**config.mk**
```make
export PLATFORM = sky130hd
export DESIGN_NAME = tgc_gate_ctrl
export DESIGN_NICKNAME = d
export VERILOG_FILES = /design/src/logic/tgc_pkg.sv /design/src/logic/tgc_gate_ctrl.sv
export SDC_FILE = /design/constraint.sdc
export NUM_CORES = 1
export LEC_CHECK = 0
export BUFFER_PORTS_ARGS = -buffer_cell sky130_fd_sc_hd__buf_2
export CAP_MARGIN = 10
export CORE_ASPECT_RATIO = 1.1
export CORE_MARGIN = 2
export CORE_UTILIZATION = 46
export CTS_CLUSTER_SIZE = 16
export DETAILED_ROUTE_END_ITERATION = 8
export PLACE_DENSITY_LB_ADDON = 0.08
export SLEW_MARGIN = 20
export SYNTH_ARGS = -nofsm -noshare
export SYNTH_HDL_FRONTEND = slang
export SYNTH_SLANG_ARGS = --single-unit
export TNS_END_PERCENT = 5
```
**constraint.sdc**
```tcl
create_clock -name clk -period 3.98 [get_ports clk]
set_input_delay 0.398 -clock clk [delete_from_list [all_inputs] [get_ports clk]]
set_output_delay 0.398 -clock clk [all_outputs]
set_load 0.05 [all_outputs]
```
**src/logic/tgc_pkg.sv**
```systemverilog
// package: offsets, fields, reset values and state codes of the gate control block
`default_nettype none
package tgc_pkg;
    // ======================================
    // register byte addresses
    localparam logic [7:0] OFF_GATE_CTRL = 8'h00;
    localparam logic [7:0] OFF_IRQ_STAT = 8'h04;
    localparam logic [7:0] OFF_IRQ_MASK = 8'h08;
    // ======================================
    // gate control register fields
    localparam int BIT_GE = 7;
    localparam int BIT_POL = 6;
    localparam int BIT_TM = 5;
    localparam int BIT_SPM = 4;
    localparam int BIT_GO = 3;
    localparam int BIT_VAL = 2;
    localparam int BIT_SS_HI = 1;
    localparam int BIT_SS_LO = 0;
    localparam logic [7:0] CTRL_RESET = 8'h00;
    localparam logic [7:0] CTRL_WMASK = 8'hF3;
    // ======================================
    // gate source codes
    localparam logic [1:0] SRC_PIN = 2'h0;
    localparam logic [1:0] SRC_OVF = 2'h1;
    localparam logic [1:0] SRC_MATCH = 2'h2;
    localparam logic [1:0] SRC_WDT = 2'h3;
    // ======================================
    // interrupt status fields
    localparam int IRQ_W = 2;
    localparam int IRQ_DONE = 0;
    localparam int IRQ_EDGE = 1;
    localparam logic [IRQ_W-1:0] IRQ_RESET = 2'h0;
    // ======================================
    // single-pulse states
    typedef enum logic [1:0] {
        SP_IDLE = 2'b00,
        SP_ARMED = 2'b01,
        SP_PULSE = 2'b10
    } tgc_sp_t;
endpackage : tgc_pkg
`default_nettype wire

```
**src/logic/tgc_gate_ctrl.sv**
```systemverilog
// module: timer gate control with apb registers and interrupt
`default_nettype none
module tgc_gate_ctrl (
    input wire logic clk,
    input wire logic rstn,
    input wire logic psel,
    input wire logic penable,
    input wire logic pwrite,
    input wire logic [7:0] paddr,
    input wire logic [31:0] pwdata,
    output logic [31:0] prdata,
    output logic pready,
    output logic pslverr,
    input wire logic timer_on,
    input wire logic gate_pin,
    input wire logic other_overflow,
    input wire logic period_match,
    input wire logic watchdog_scaler,
    output logic count_enable,
    output logic irq
);
    // ======================================
    // register map, one 32-bit word each, unused upper bits read zero
    //   0x00 gate control
    //        7 gate enable, 6 polarity (1 = active high), 5 toggle mode,
    //        4 single-pulse mode, 3 go/done (write 1 with bit 4 to arm),
    //        2 current gate value (read only), 1:0 gate source
    //   0x04 interrupt status, write one to clear
    //        0 single pulse done, 1 processed gate opened
    //   0x08 interrupt mask, same layout as status
    // bus has no wait states; read data is captured in the setup cycle
    // count enable and gate value trail their sources by one clock; the toggle flop and a single-pulse start each add one more
    // limits worth knowing
    //   a gate already active when the pulse is armed waits for the next edge
    //   clearing single-pulse mode in the clock a pulse ends still posts the done status
    //   a new interrupt event wins over a write-one-to-clear in the same clock
    //   sources are taken as synchronous; async pins need a synchroniser upstream
    // ======================================
    // state
    logic [7:0] ctl_q, ctl_d;
    logic [tgc_pkg::IRQ_W-1:0] ist_q, ist_d, imsk_q, imsk_d;
    logic tff_q, tff_d, act_prev_q, act_prev_d, gtd_prev_q, gtd_prev_d;
    logic gval_q, gval_d, cen_q, cen_d;
    logic [31:0] rd_q, rd_d;
    tgc_pkg::tgc_sp_t sp_q, sp_d;
    logic src_raw, act, gated, proc, go;
    logic setup, wr, wr_ctl, wr_ist, wr_imsk, hit, done_ev, edge_ev;
    logic primed_q, primed_d, plain_hi;

    // address decode shared by read and write paths
    function automatic logic mapped(input logic [7:0] a);
        mapped = (a == tgc_pkg::OFF_GATE_CTRL) || (a == tgc_pkg::OFF_IRQ_STAT)
            || (a == tgc_pkg::OFF_IRQ_MASK);
    endfunction

    // ======================================
    // apb strobes
    assign setup = psel & ~penable;
    assign wr = psel & penable & pwrite & mapped(paddr);
    assign wr_ctl = wr & (paddr == tgc_pkg::OFF_GATE_CTRL);
    assign wr_ist = wr & (paddr == tgc_pkg::OFF_IRQ_STAT);
    assign wr_imsk = wr & (paddr == tgc_pkg::OFF_IRQ_MASK);
    assign hit = mapped(paddr);
    assign pready = psel & penable;
    assign pslverr = psel & penable & ~hit;
    assign prdata = rd_q;

    // ======================================
    // gate path
    always_comb begin
        unique case (ctl_q[tgc_pkg::BIT_SS_HI:tgc_pkg::BIT_SS_LO])
            tgc_pkg::SRC_PIN: src_raw = gate_pin;
            tgc_pkg::SRC_OVF: src_raw = other_overflow;
            tgc_pkg::SRC_MATCH: src_raw = period_match;
            tgc_pkg::SRC_WDT: src_raw = watchdog_scaler;
        endcase
        act = ctl_q[tgc_pkg::BIT_POL] ? src_raw : ~src_raw;
        gated = ctl_q[tgc_pkg::BIT_TM] ? tff_q : act;
        // pulse logic only steers the gate in single-pulse mode
        if (ctl_q[tgc_pkg::BIT_SPM]) begin
            proc = (sp_q == tgc_pkg::SP_PULSE) & gated;
        end else begin
            proc = gated;
        end
    end
    assign go = (sp_q != tgc_pkg::SP_IDLE);
    // plain active-high path, used by the routing checks
    assign plain_hi = ctl_q[tgc_pkg::BIT_POL] & ~ctl_q[tgc_pkg::BIT_TM]
        & ~ctl_q[tgc_pkg::BIT_SPM];

    // next values of gate flops and count enable
    always_comb begin
        act_prev_d = act;
        gtd_prev_d = gated;
        primed_d = 1'b1; // edge status live from the second clock
        // toggle flop held clear outside toggle mode
        if (!ctl_q[tgc_pkg::BIT_TM]) begin
            tff_d = 1'b0;
        end else if (act & ~act_prev_q) begin
            tff_d = ~tff_q;
        end else begin
            tff_d = tff_q;
        end
        gval_d = proc;
        cen_d = timer_on & (~ctl_q[tgc_pkg::BIT_GE] | proc);
    end

    // ======================================
    // single-pulse sequencer
    always_comb begin
        sp_d = sp_q;
        done_ev = 1'b0;
        // idle to armed on a go write, armed to pulse on a gate edge, then back
        unique case (sp_q)
            tgc_pkg::SP_IDLE: begin
                if (wr_ctl && pwdata[tgc_pkg::BIT_SPM] && pwdata[tgc_pkg::BIT_GO]) begin
                    sp_d = tgc_pkg::SP_ARMED;
                end
            end
            tgc_pkg::SP_ARMED: begin
                if (gated & ~gtd_prev_q) begin
                    sp_d = tgc_pkg::SP_PULSE;
                end
            end
            tgc_pkg::SP_PULSE: begin
                if (~gated) begin
                    sp_d = tgc_pkg::SP_IDLE;
                    done_ev = 1'b1;
                end
            end
            default: sp_d = tgc_pkg::SP_IDLE;
        endcase
        // leaving single-pulse mode drops the acquisition; a write is judged by
        // its own mode bit, so mode and go set together arm at once
        if (wr_ctl ? !pwdata[tgc_pkg::BIT_SPM] : !ctl_q[tgc_pkg::BIT_SPM]) begin
            sp_d = tgc_pkg::SP_IDLE;
        end
    end

    // ======================================
    // registers, interrupt and read data
    // primed keeps the first clock after reset from posting a false gate edge
    assign edge_ev = primed_q & proc & ~gval_q;
    always_comb begin
        ctl_d = ctl_q;
        if (wr_ctl) begin
            ctl_d = pwdata[7:0] & tgc_pkg::CTRL_WMASK;
        end
        imsk_d = wr_imsk ? pwdata[tgc_pkg::IRQ_W-1:0] : imsk_q;
        // write one to clear; a new event wins over the clear
        ist_d = ist_q & ~(wr_ist ? pwdata[tgc_pkg::IRQ_W-1:0] : '0);
        ist_d[tgc_pkg::IRQ_DONE] = ist_d[tgc_pkg::IRQ_DONE] | done_ev;
        ist_d[tgc_pkg::IRQ_EDGE] = ist_d[tgc_pkg::IRQ_EDGE] | edge_ev;
        // read data captured in setup, held through the access cycle
        rd_d = rd_q;
        if (setup) begin
            rd_d = 32'h0000_0000;
            if (paddr == tgc_pkg::OFF_GATE_CTRL) begin
                rd_d[7:0] = ctl_q;
                rd_d[tgc_pkg::BIT_GO] = go;
                rd_d[tgc_pkg::BIT_VAL] = gval_q;
            end else if (paddr == tgc_pkg::OFF_IRQ_STAT) begin
                rd_d[tgc_pkg::IRQ_W-1:0] = ist_q;
            end else if (paddr == tgc_pkg::OFF_IRQ_MASK) begin
                rd_d[tgc_pkg::IRQ_W-1:0] = imsk_q;
            end
        end
    end

    // all flops
    always_ff @(posedge clk or negedge rstn) begin
        if (!rstn) begin
            ctl_q <= tgc_pkg::CTRL_RESET;
            ist_q <= tgc_pkg::IRQ_RESET;
            imsk_q <= tgc_pkg::IRQ_RESET;
            tff_q <= 1'b0;
            act_prev_q <= 1'b0;
            gtd_prev_q <= 1'b0;
            gval_q <= 1'b0;
            cen_q <= 1'b0;
            rd_q <= 32'h0000_0000;
            sp_q <= tgc_pkg::SP_IDLE;
            primed_q <= 1'b0;
        end else begin
            ctl_q <= ctl_d;
            ist_q <= ist_d;
            imsk_q <= imsk_d;
            tff_q <= tff_d;
            act_prev_q <= act_prev_d;
            gtd_prev_q <= gtd_prev_d;
            gval_q <= gval_d;
            cen_q <= cen_d;
            rd_q <= rd_d;
            sp_q <= sp_d;
            primed_q <= primed_d;
        end
    end

    assign count_enable = cen_q;
    assign irq = |(ist_q & imsk_q);
endmodule // tgc_gate_ctrl
`default_nettype wire

```
==> results of run 1 <==
[area by class of cell]
| cell class | count | area [µm²] | share of cell area (%) |
|---|---|---|---|
| multi-input combinational | 96 | 664 | 41.0 |
| sequential | 26 | 651 | 40.2 |
| timing repair buffer | 36 | 180 | 11.1 |
| tap | 34 | 42.5 | 2.63 |
| clock inverter | 1 | 30.0 | 1.85 |
| inverter | 8 | 30.0 | 1.85 |
| clock buffer | 3 | 22.5 | 1.39 |
[critical path: cells and delay by family]
family | cells | cell delay [ns]
AND/OR/NAND/NOR | 3 | 0.93
AO/OA/AOI/OAI | 1 | 0.13
buffers and inverters | 2 | 0.30
[final timing paths]
kind / from / to / slack (ns) / cells past startpoint
min in group clk: pwdata[5] / ctl_q[5] / 0.28 / 3
hold reg to reg: ctl_q[7] / count_enable / 0.49 / 1
setup / recovery: paddr[5] / pslverr / 1.82 / 6
hold / removal: rstn / ctl_q[4] / 0.04 / 1
setup reg to reg: ctl_q[1] / sp_q[0] / 1.96 / 4
max in group asynchronous: rstn / imsk_q[1] / 3.57 / 1
[sequential cells by signal, indices dropped and copies added, names as in the netlist, 2 cells and up]
signal and cells:
prdata 8, sp_q 2, ist_q 2, ctl_q 6, imsk_q 2
[cells in the mapped netlist (2+ instances only)]
cell type,instances
mux2i_1,6
conb_1,2
a22o_1,9
a21oi_1,2
clkbuf_1,2
dfrtp_1,26
nand2_1,7
nand2b_1,3
buf_4,25
or2_2,3
nor2b_1,2
inv_1,8
or3_1,3
o21ai_0,6
mux2_2,7
[layer usage]
metal  GRT usage, %  wire (µm)
met1           16.4       1040
met5              0          0
met4           6.10         30
met3           2.28        152
met2           28.3       1370
[power by group]
part	internal, mW	total (mW)	switching (mW)
Sequential	0.273	0.279	0.00549
Clock	0.102	0.179	0.0773
Combinational	0.0229	0.108	0.0846
Total	0.398	0.566	0.167
[kinds of logic (layout without fill, tap and decap cells)]
kind of cell / after synthesis / in the layout / synth area share, %
simple gates: 31 / 31 / 14.4
xor+xnor: 1 / 1 / 0.603
flops: 26 / 26 / 44.8
mux: 14 / 14 / 11.1
compound gates: 25 / 25 / 13.2
other cells: 2 / 25 / 0.517
buf+inv: 35 / 48 / 15.5
[stage by stage]
step | instance area, µm² | total power [mW]
floorplan | 1540 | 0.385
global placement | 1570 | 0.391
detailed placement | 1570 | 0.393
CTS | 1620 | 0.571
global route | 1620 | 0.591
finish | 1620 | 0.566
==> impl_results.md, run 1 <==
- Count of TritonRoute iterations in the first routing pass: 3
- Final routed wirelength across all metal layers: roughly 2600 µm
- DPL Wire Length: between 2000 and 2500 µm
- Share of the core filled with cells in the final layout: between 50% and 60%
- Start-to-end type of the worst setup path: in2out
- Final clock skew: 0.00871 ns
- DIE AREA: around 0.0036 mm²
- Post-route worst hold slack: 0.0407 ns
- First-pass GRT wire length: between 4000 and 5000 µm
- Number of global-route vias before repair: ~1000
- Ports: 86
- Crit-path slowest cell: or4_4
- Latest clock arrival within the worst-skew pair: approximately 0.32 ns
- Count of endpoints failing hold in the final timing report: 0
- Fraction of final layout cells with drive strength greater than 1: between 30% and 40%
- Max transition margin: a little under three fifths
- Run status: complete, no violations
- Crit path time final: roughly 2.2 ns
- CP startpoint kind: input pin
- Post-synthesis average cell area: roughly 11 µm²
- Via density: approximately 5.1
- Worst-case setup margin in the final layout: 1.82 ns
- Number of cells produced by synthesis: between 100 and 150
- Width of the die: between 50 and 60 µm
- Share of Yosys cell area claimed by the top area cell type: between 40% and 50%
- Maximum vdd ir drop: 0.234 mV
- Post-DRT Antenna Nets: 0
- Largest stage delay on the critical path: around 0.55 ns
- Worst endpoint data arrival time: between 1.5 and 2 ns
- Antenna violations before repair: 0
- Die height: 63.0 µm
- Number of buffers on the longest clock path: 2
- Ys Warns: 0
- Crit-path max FO: 4
- Number of setup buffers added after CTS: 0
- Static leakage power: 0.856 nW
- Syn-to-layout area delta: 11.4%
- Areal power density over the cells: roughly 350 mW/mm²
- Top cells by area, synth: dfrtp_1, buf_4, a22o_1
- NumNets Final: ~220
- Element type at the critical path end: primary output
- Most frequent cells in the layout: buf_2, dfrtp_1, conb_1
- Largest net degree at the start of global routing: 27
- Effective utilization at floorplan: roughly half
- Post-Place Worst Slack: between 1.5 and 2 ns
- Via count: 1031
- Share of synthesized registers carrying an async set or reset: between 90% and 100%
- Ordered list of cells on the worst path: buf_2 -> or4_4 -> or2_2 -> a21oi_1 -> nor2b_1 -> buf_2
- Most prevalent standard cell on the critical path: buf_2
- Final-report max-slew violation count: 0
- Cts repair resizes: 0
- Filler Cells Inserted: between 200 and 300
- Area inside the core boundary: between 0.003 and 0.004 mm²
- EDFF count, synth: 0
- Number of storage elements in the synthesis netlist: 26
- Residual DRC count: 0
- Unrepaired setup endpoints after global routing: no
- Slew of the pin with the lowest slew margin: about 0.66 ns
- Crit path required time: about 3.6 ns
- Number of hold-repair buffers added at the cts stage: 0
- Cell area after synthesis: 0.00145 mm²
- Clk pin slew, worst setup/hold paths: between 0.1 and 0.15 ns
- Number of design-rule violations left by the first detailed-router iteration: 24
- Setup tns final: 0 ns
- Yosys top cell by area: dfrtp_1
- Total of endpoints with negative setup slack in the final report: 0
- Post-route non-filler standard cell count: 204
- Placer's final routability congestion estimate: about 0.73
- Share of the clock period used by the worst path: between 50 and 60%
- Upper clock frequency limit: 0.464 GHz
- Main synth FF type: dfrtp_1
- GRT overflow: 0
- Number of port buffers: 36
- Commonest non-fill, non-tap cell in the layout: buf_2
- TritonCTS buffer count: 3
- Diode count: 0
- Sequential element share of the synthesized area: approximately 45%
- Post-synth cell types: 38
- Clock root buffer master: clkbuf_4
- H-tree Lvls: 1
- Clock tree from TritonCTS: built
- Placed Cells: 200
- Mean routed wirelength per cell: approximately 13 µm
- Class of the tightest hold or removal check: in2async
- Cell row count: 21
- Max-Cap Viols: 0
- Total track usage: ~15%
- Clock sink count: 26
(Power assumes the default switching activity.)
==> run 2, diff against run 1 <==
--- a/config.mk
+++ b/config.mk
@@ -5,11 +5,12 @@
 export SDC_FILE = /design/constraint.sdc
 export NUM_CORES = 1
 export LEC_CHECK = 0
+export ABC_AREA = 1
 export BUFFER_PORTS_ARGS = -buffer_cell sky130_fd_sc_hd__buf_2
 export CAP_MARGIN = 10
 export CORE_ASPECT_RATIO = 1.1
 export CORE_MARGIN = 2
-export CORE_UTILIZATION = 46
+export CORE_UTILIZATION = 44
 export CTS_CLUSTER_SIZE = 16
 export DETAILED_ROUTE_END_ITERATION = 8
 export PLACE_DENSITY_LB_ADDON = 0.08
==> constraint.sdc (replaced) <==
create_clock -name clk -period 2.04 [get_ports clk]
set_input_delay 0.204 -clock clk [delete_from_list [all_inputs] [get_ports clk]]
set_output_delay 0.204 -clock clk [all_outputs]
set_load 0.05 [all_outputs]
==> impl_results.md, run 2 <==
- Syn-to-layout area delta: 11.9%
- Most instantiated library cell after synthesis: nand2_1
- Class of the tightest hold or removal check: in2reg
- Width of the die: 59.9 µm (+3.9%)
- Start-to-end type of the worst setup path: reg2reg
- Post-route worst hold slack: 0.0920 ns (+0.0512 ns)
- Commonest non-fill, non-tap cell in the layout: buf_2
- Residual DRC count: 0 (unchanged)
- Post-route non-filler standard cell count: 250 (+23%)
- Final clock skew: 0.00718 ns (-0.00153 ns)
- Number of global-route vias before repair: 1096 (+9.2%)
- Crit path time final: 1.41 ns
- Clock network fraction of design power: 24.1% (-7.6 points)
- Run status: complete, no violations
- DIE AREA: 0.00392 mm² (+8.1%)
- Upper clock frequency limit: a little over 0.7 GHz
- Combinational family with the most area after synthesis: simple AND/OR/NAND/NOR gates
- Clk pin slew, worst setup/hold paths: 0.14 ns (about the same)
- Number of buffers on the longest clock path: 2 (unchanged)
- Main synth FF type: dfrtp_1
- Crit path required time: 2.25 ns (-1.33 ns)
- Cell row count: 22 (+4.8%)
- Post-DRT Antenna Nets: 0 (unchanged)
- Static leakage power: 0.949 nW (+11%)
- Number of port buffers: 36 (unchanged)
- Clock sink count: 26 (unchanged)
- Post-synth cell types: 28 (-26%)
- H-tree Lvls: 1 (unchanged)
- Sequential element share of the synthesized area: 43.0% (-1.7 points)
- DPL Wire Length: 2170 µm (+4.7%)
- Total track usage: 14.7% (-0.39 points)
- Cell area after synthesis: 0.00151 mm² (+4.0%)
- Setup tns final: 0 ns (unchanged)
- Number of flip-flops under the largest register name: 8 (unchanged)
- TritonCTS buffer count: 3 (unchanged)
- Final routed wirelength across all metal layers: 2670 µm (+2.9%)
- Largest net degree at the start of global routing: 27 (unchanged)
- Maximum vdd ir drop: 0.399 mV (+71%)
- Placer's final routability congestion estimate: 0.753 (+2.7%)
- Effective utilization at floorplan: 45.8% (-2.4 points)
- Post-synthesis average cell area: 8.64 µm² (-20%)
- CP startpoint kind: register
- Share of the synthesized area in compound gates (AO/OA/AOI/OAI): 12.1% (-1.1 points)
- First-pass GRT wire length: 4430 µm (+3.9%)
- Antenna violations before repair: 0 (unchanged)
- Number of setup buffers added after CTS: 0 (unchanged)
- Ports: 86 (unchanged)
- Ys Warns: 0 (unchanged)
- Count of TritonRoute iterations in the first routing pass: 4 (+1)
- Max transition margin: 62.1% (+6.3 points)
- Crit-path max FO: 5 (+1)
- Via density: 4.51 (-11%)
- Net switching share of the total power: 34.0% (+4.4 points)
- Total of endpoints with negative setup slack in the final report: 0 (unchanged)
- EDFF count, synth: 0 (unchanged)
- Share of synthesized registers carrying an async set or reset: 100% (unchanged)
- Clock root buffer master: clkbuf_4
- GRT overflow: 0 (unchanged)
- Slew of the pin with the lowest slew margin: 0.568 ns (-0.0884 ns)
- Via count: 1127 (+9.3%)
- Areal power density over the cells: 625 mW/mm² (+79%)
- Final-report max-slew violation count: 0 (unchanged)
- Die height: 65.5 µm (+4.0%)
- Gate power share: 24.1% (+5.1 points)
- Number of design-rule violations left by the first detailed-router iteration: 16 (-33%)
- Count of endpoints failing hold in the final timing report: 0 (unchanged)
- Number of storage elements in the synthesis netlist: 26 (unchanged)
- P_int: 0.698 mW (+75%)
- Most frequent cells in the layout: buf_2, nand2_1, dfrtp_1
- Fraction of the mapped netlist area in adder cells: 0% (unchanged)
- Unrepaired setup endpoints after global routing: no
- Cts repair resizes: 0 (unchanged)
- Synth Area in XOR/XNOR: 0% (-0.60 points)
- Placed Cells: 245 (+23%)
- Element type at the critical path end: register
- Diode count: 0 (unchanged)
- Top cells by area, synth: dfrtp_1, buf_4, nand2_1
- Latest clock arrival within the worst-skew pair: 0.31 ns (about the same)
- Share of the clock period used by the worst path: approximately 69%
- Synth cell count leaders: nand2_1, dfrtp_1, buf_4, inv_1, nor2_1
- Max-Cap Viols: 0 (unchanged)
- Area inside the core boundary: 0.00330 mm² (+9.3%)
- Number of cells produced by synthesis: 175 (+31%)
- Worst endpoint data arrival time: 1.62 ns (-0.14 ns)
- Mean routed wirelength per cell: 10.7 µm (-16%)
- Share of Yosys cell area claimed by the top area cell type: 43.0% (-1.7 points)
- Multiplexer fraction of the synthesized cell area: 0.745% (-10 points)
- Total net switching power: 0.359 mW (+110%)
- Synthesized-area fraction occupied by and/or/nand/nor cells: 25.5% (+11 points)
- Reg power frac: 51.8% (+2.5 points)
- Yosys top cell by area: dfrtp_1
- Fraction of final layout cells with drive strength greater than 1: 30.4% (-2.6 points)
- Number of hold-repair buffers added at the cts stage: 1 (+1)
- NumNets Final: 265 (+20%)
- Clock tree from TritonCTS: built
[run 2: power by group through the flow]
stage	Sequential, mW	Combinational (mW)	Clock (mW)
after floorplan	0.578	0.210	0
after global placement	0.557	0.252	0
after detailed placement	0.558	0.256	0
after CTS	0.549	0.257	0.269
after global routing	0.554	0.278	0.291
final	0.548	0.255	0.254
[run 2: kinds of logic (layout without fill, tap and decap cells)]
logic type             after synthesis  in the layout
AOI/OAI and AO/OA                   28             28
buffers and inverters               49             65
DFF                                 26             26
muxes                                1              1
other                                2             25
and+or+nand+nor                     69             69
[run 2: path summary, 6_finish.rpt]
check                          start      endpoint  slack, ns  cells past startpoint
hold / removal             pwdata[7]      ctl_q[7]       0.09                      2
hold reg to reg             ctl_q[7]  count_enable       0.49                      1
setup reg to reg            ctl_q[0]       sp_q[1]       0.63                     11
min in group asynchronous       rstn        gval_q       0.39                      2
setup / recovery            ctl_q[0]       sp_q[1]       0.63                     11
max in group asynchronous       rstn     prdata[1]       1.26                      2
[run 2: critical path, stage by stage (launching register included)]
cell	delay (ns)
dfrtp_1	0.46
inv_2	0.07
nand2_1	0.04
nand3_1	0.08
nand2_1	0.06
nand2_1	0.08
nand2_2	0.08
nand2_2	0.06
nand2_2	0.08
nand2_2	0.08
inv_1	0.04
o21bai_2	0.17
[run 2: final cells by class]
class | instances | area, µm²
clock buffers | 4 | 36.3
fillers | 348 | 1610
inverters | 24 | 90.1
multi-input cells | 123 | 679
flip-flops and latches | 26 | 651
well taps | 36 | 45.0
repair buffers | 37 | 190
[run 2: per-layer routing]
metal	global-route usage (%)	up-vias	routed length, µm
li1	-	585	-
met4	5.00	0	18
met2	26.0	32	1390
met5	0	-	0
met1	18.0	508	1130
met3	1.97	2	130
[run 2: per-stage QoR]
stage	worst slack, ns	power (mW)	instance area, µm²	utilization [%]
floorplan	0.454	0.788	1600	-
global placement	0.623	0.809	1650	49.8
detailed placement	0.605	0.814	1650	49.8
CTS	0.628	1.08	1690	51.2
global route	0.510	1.12	1690	51.2
finish	0.630	1.06	1690	51.2
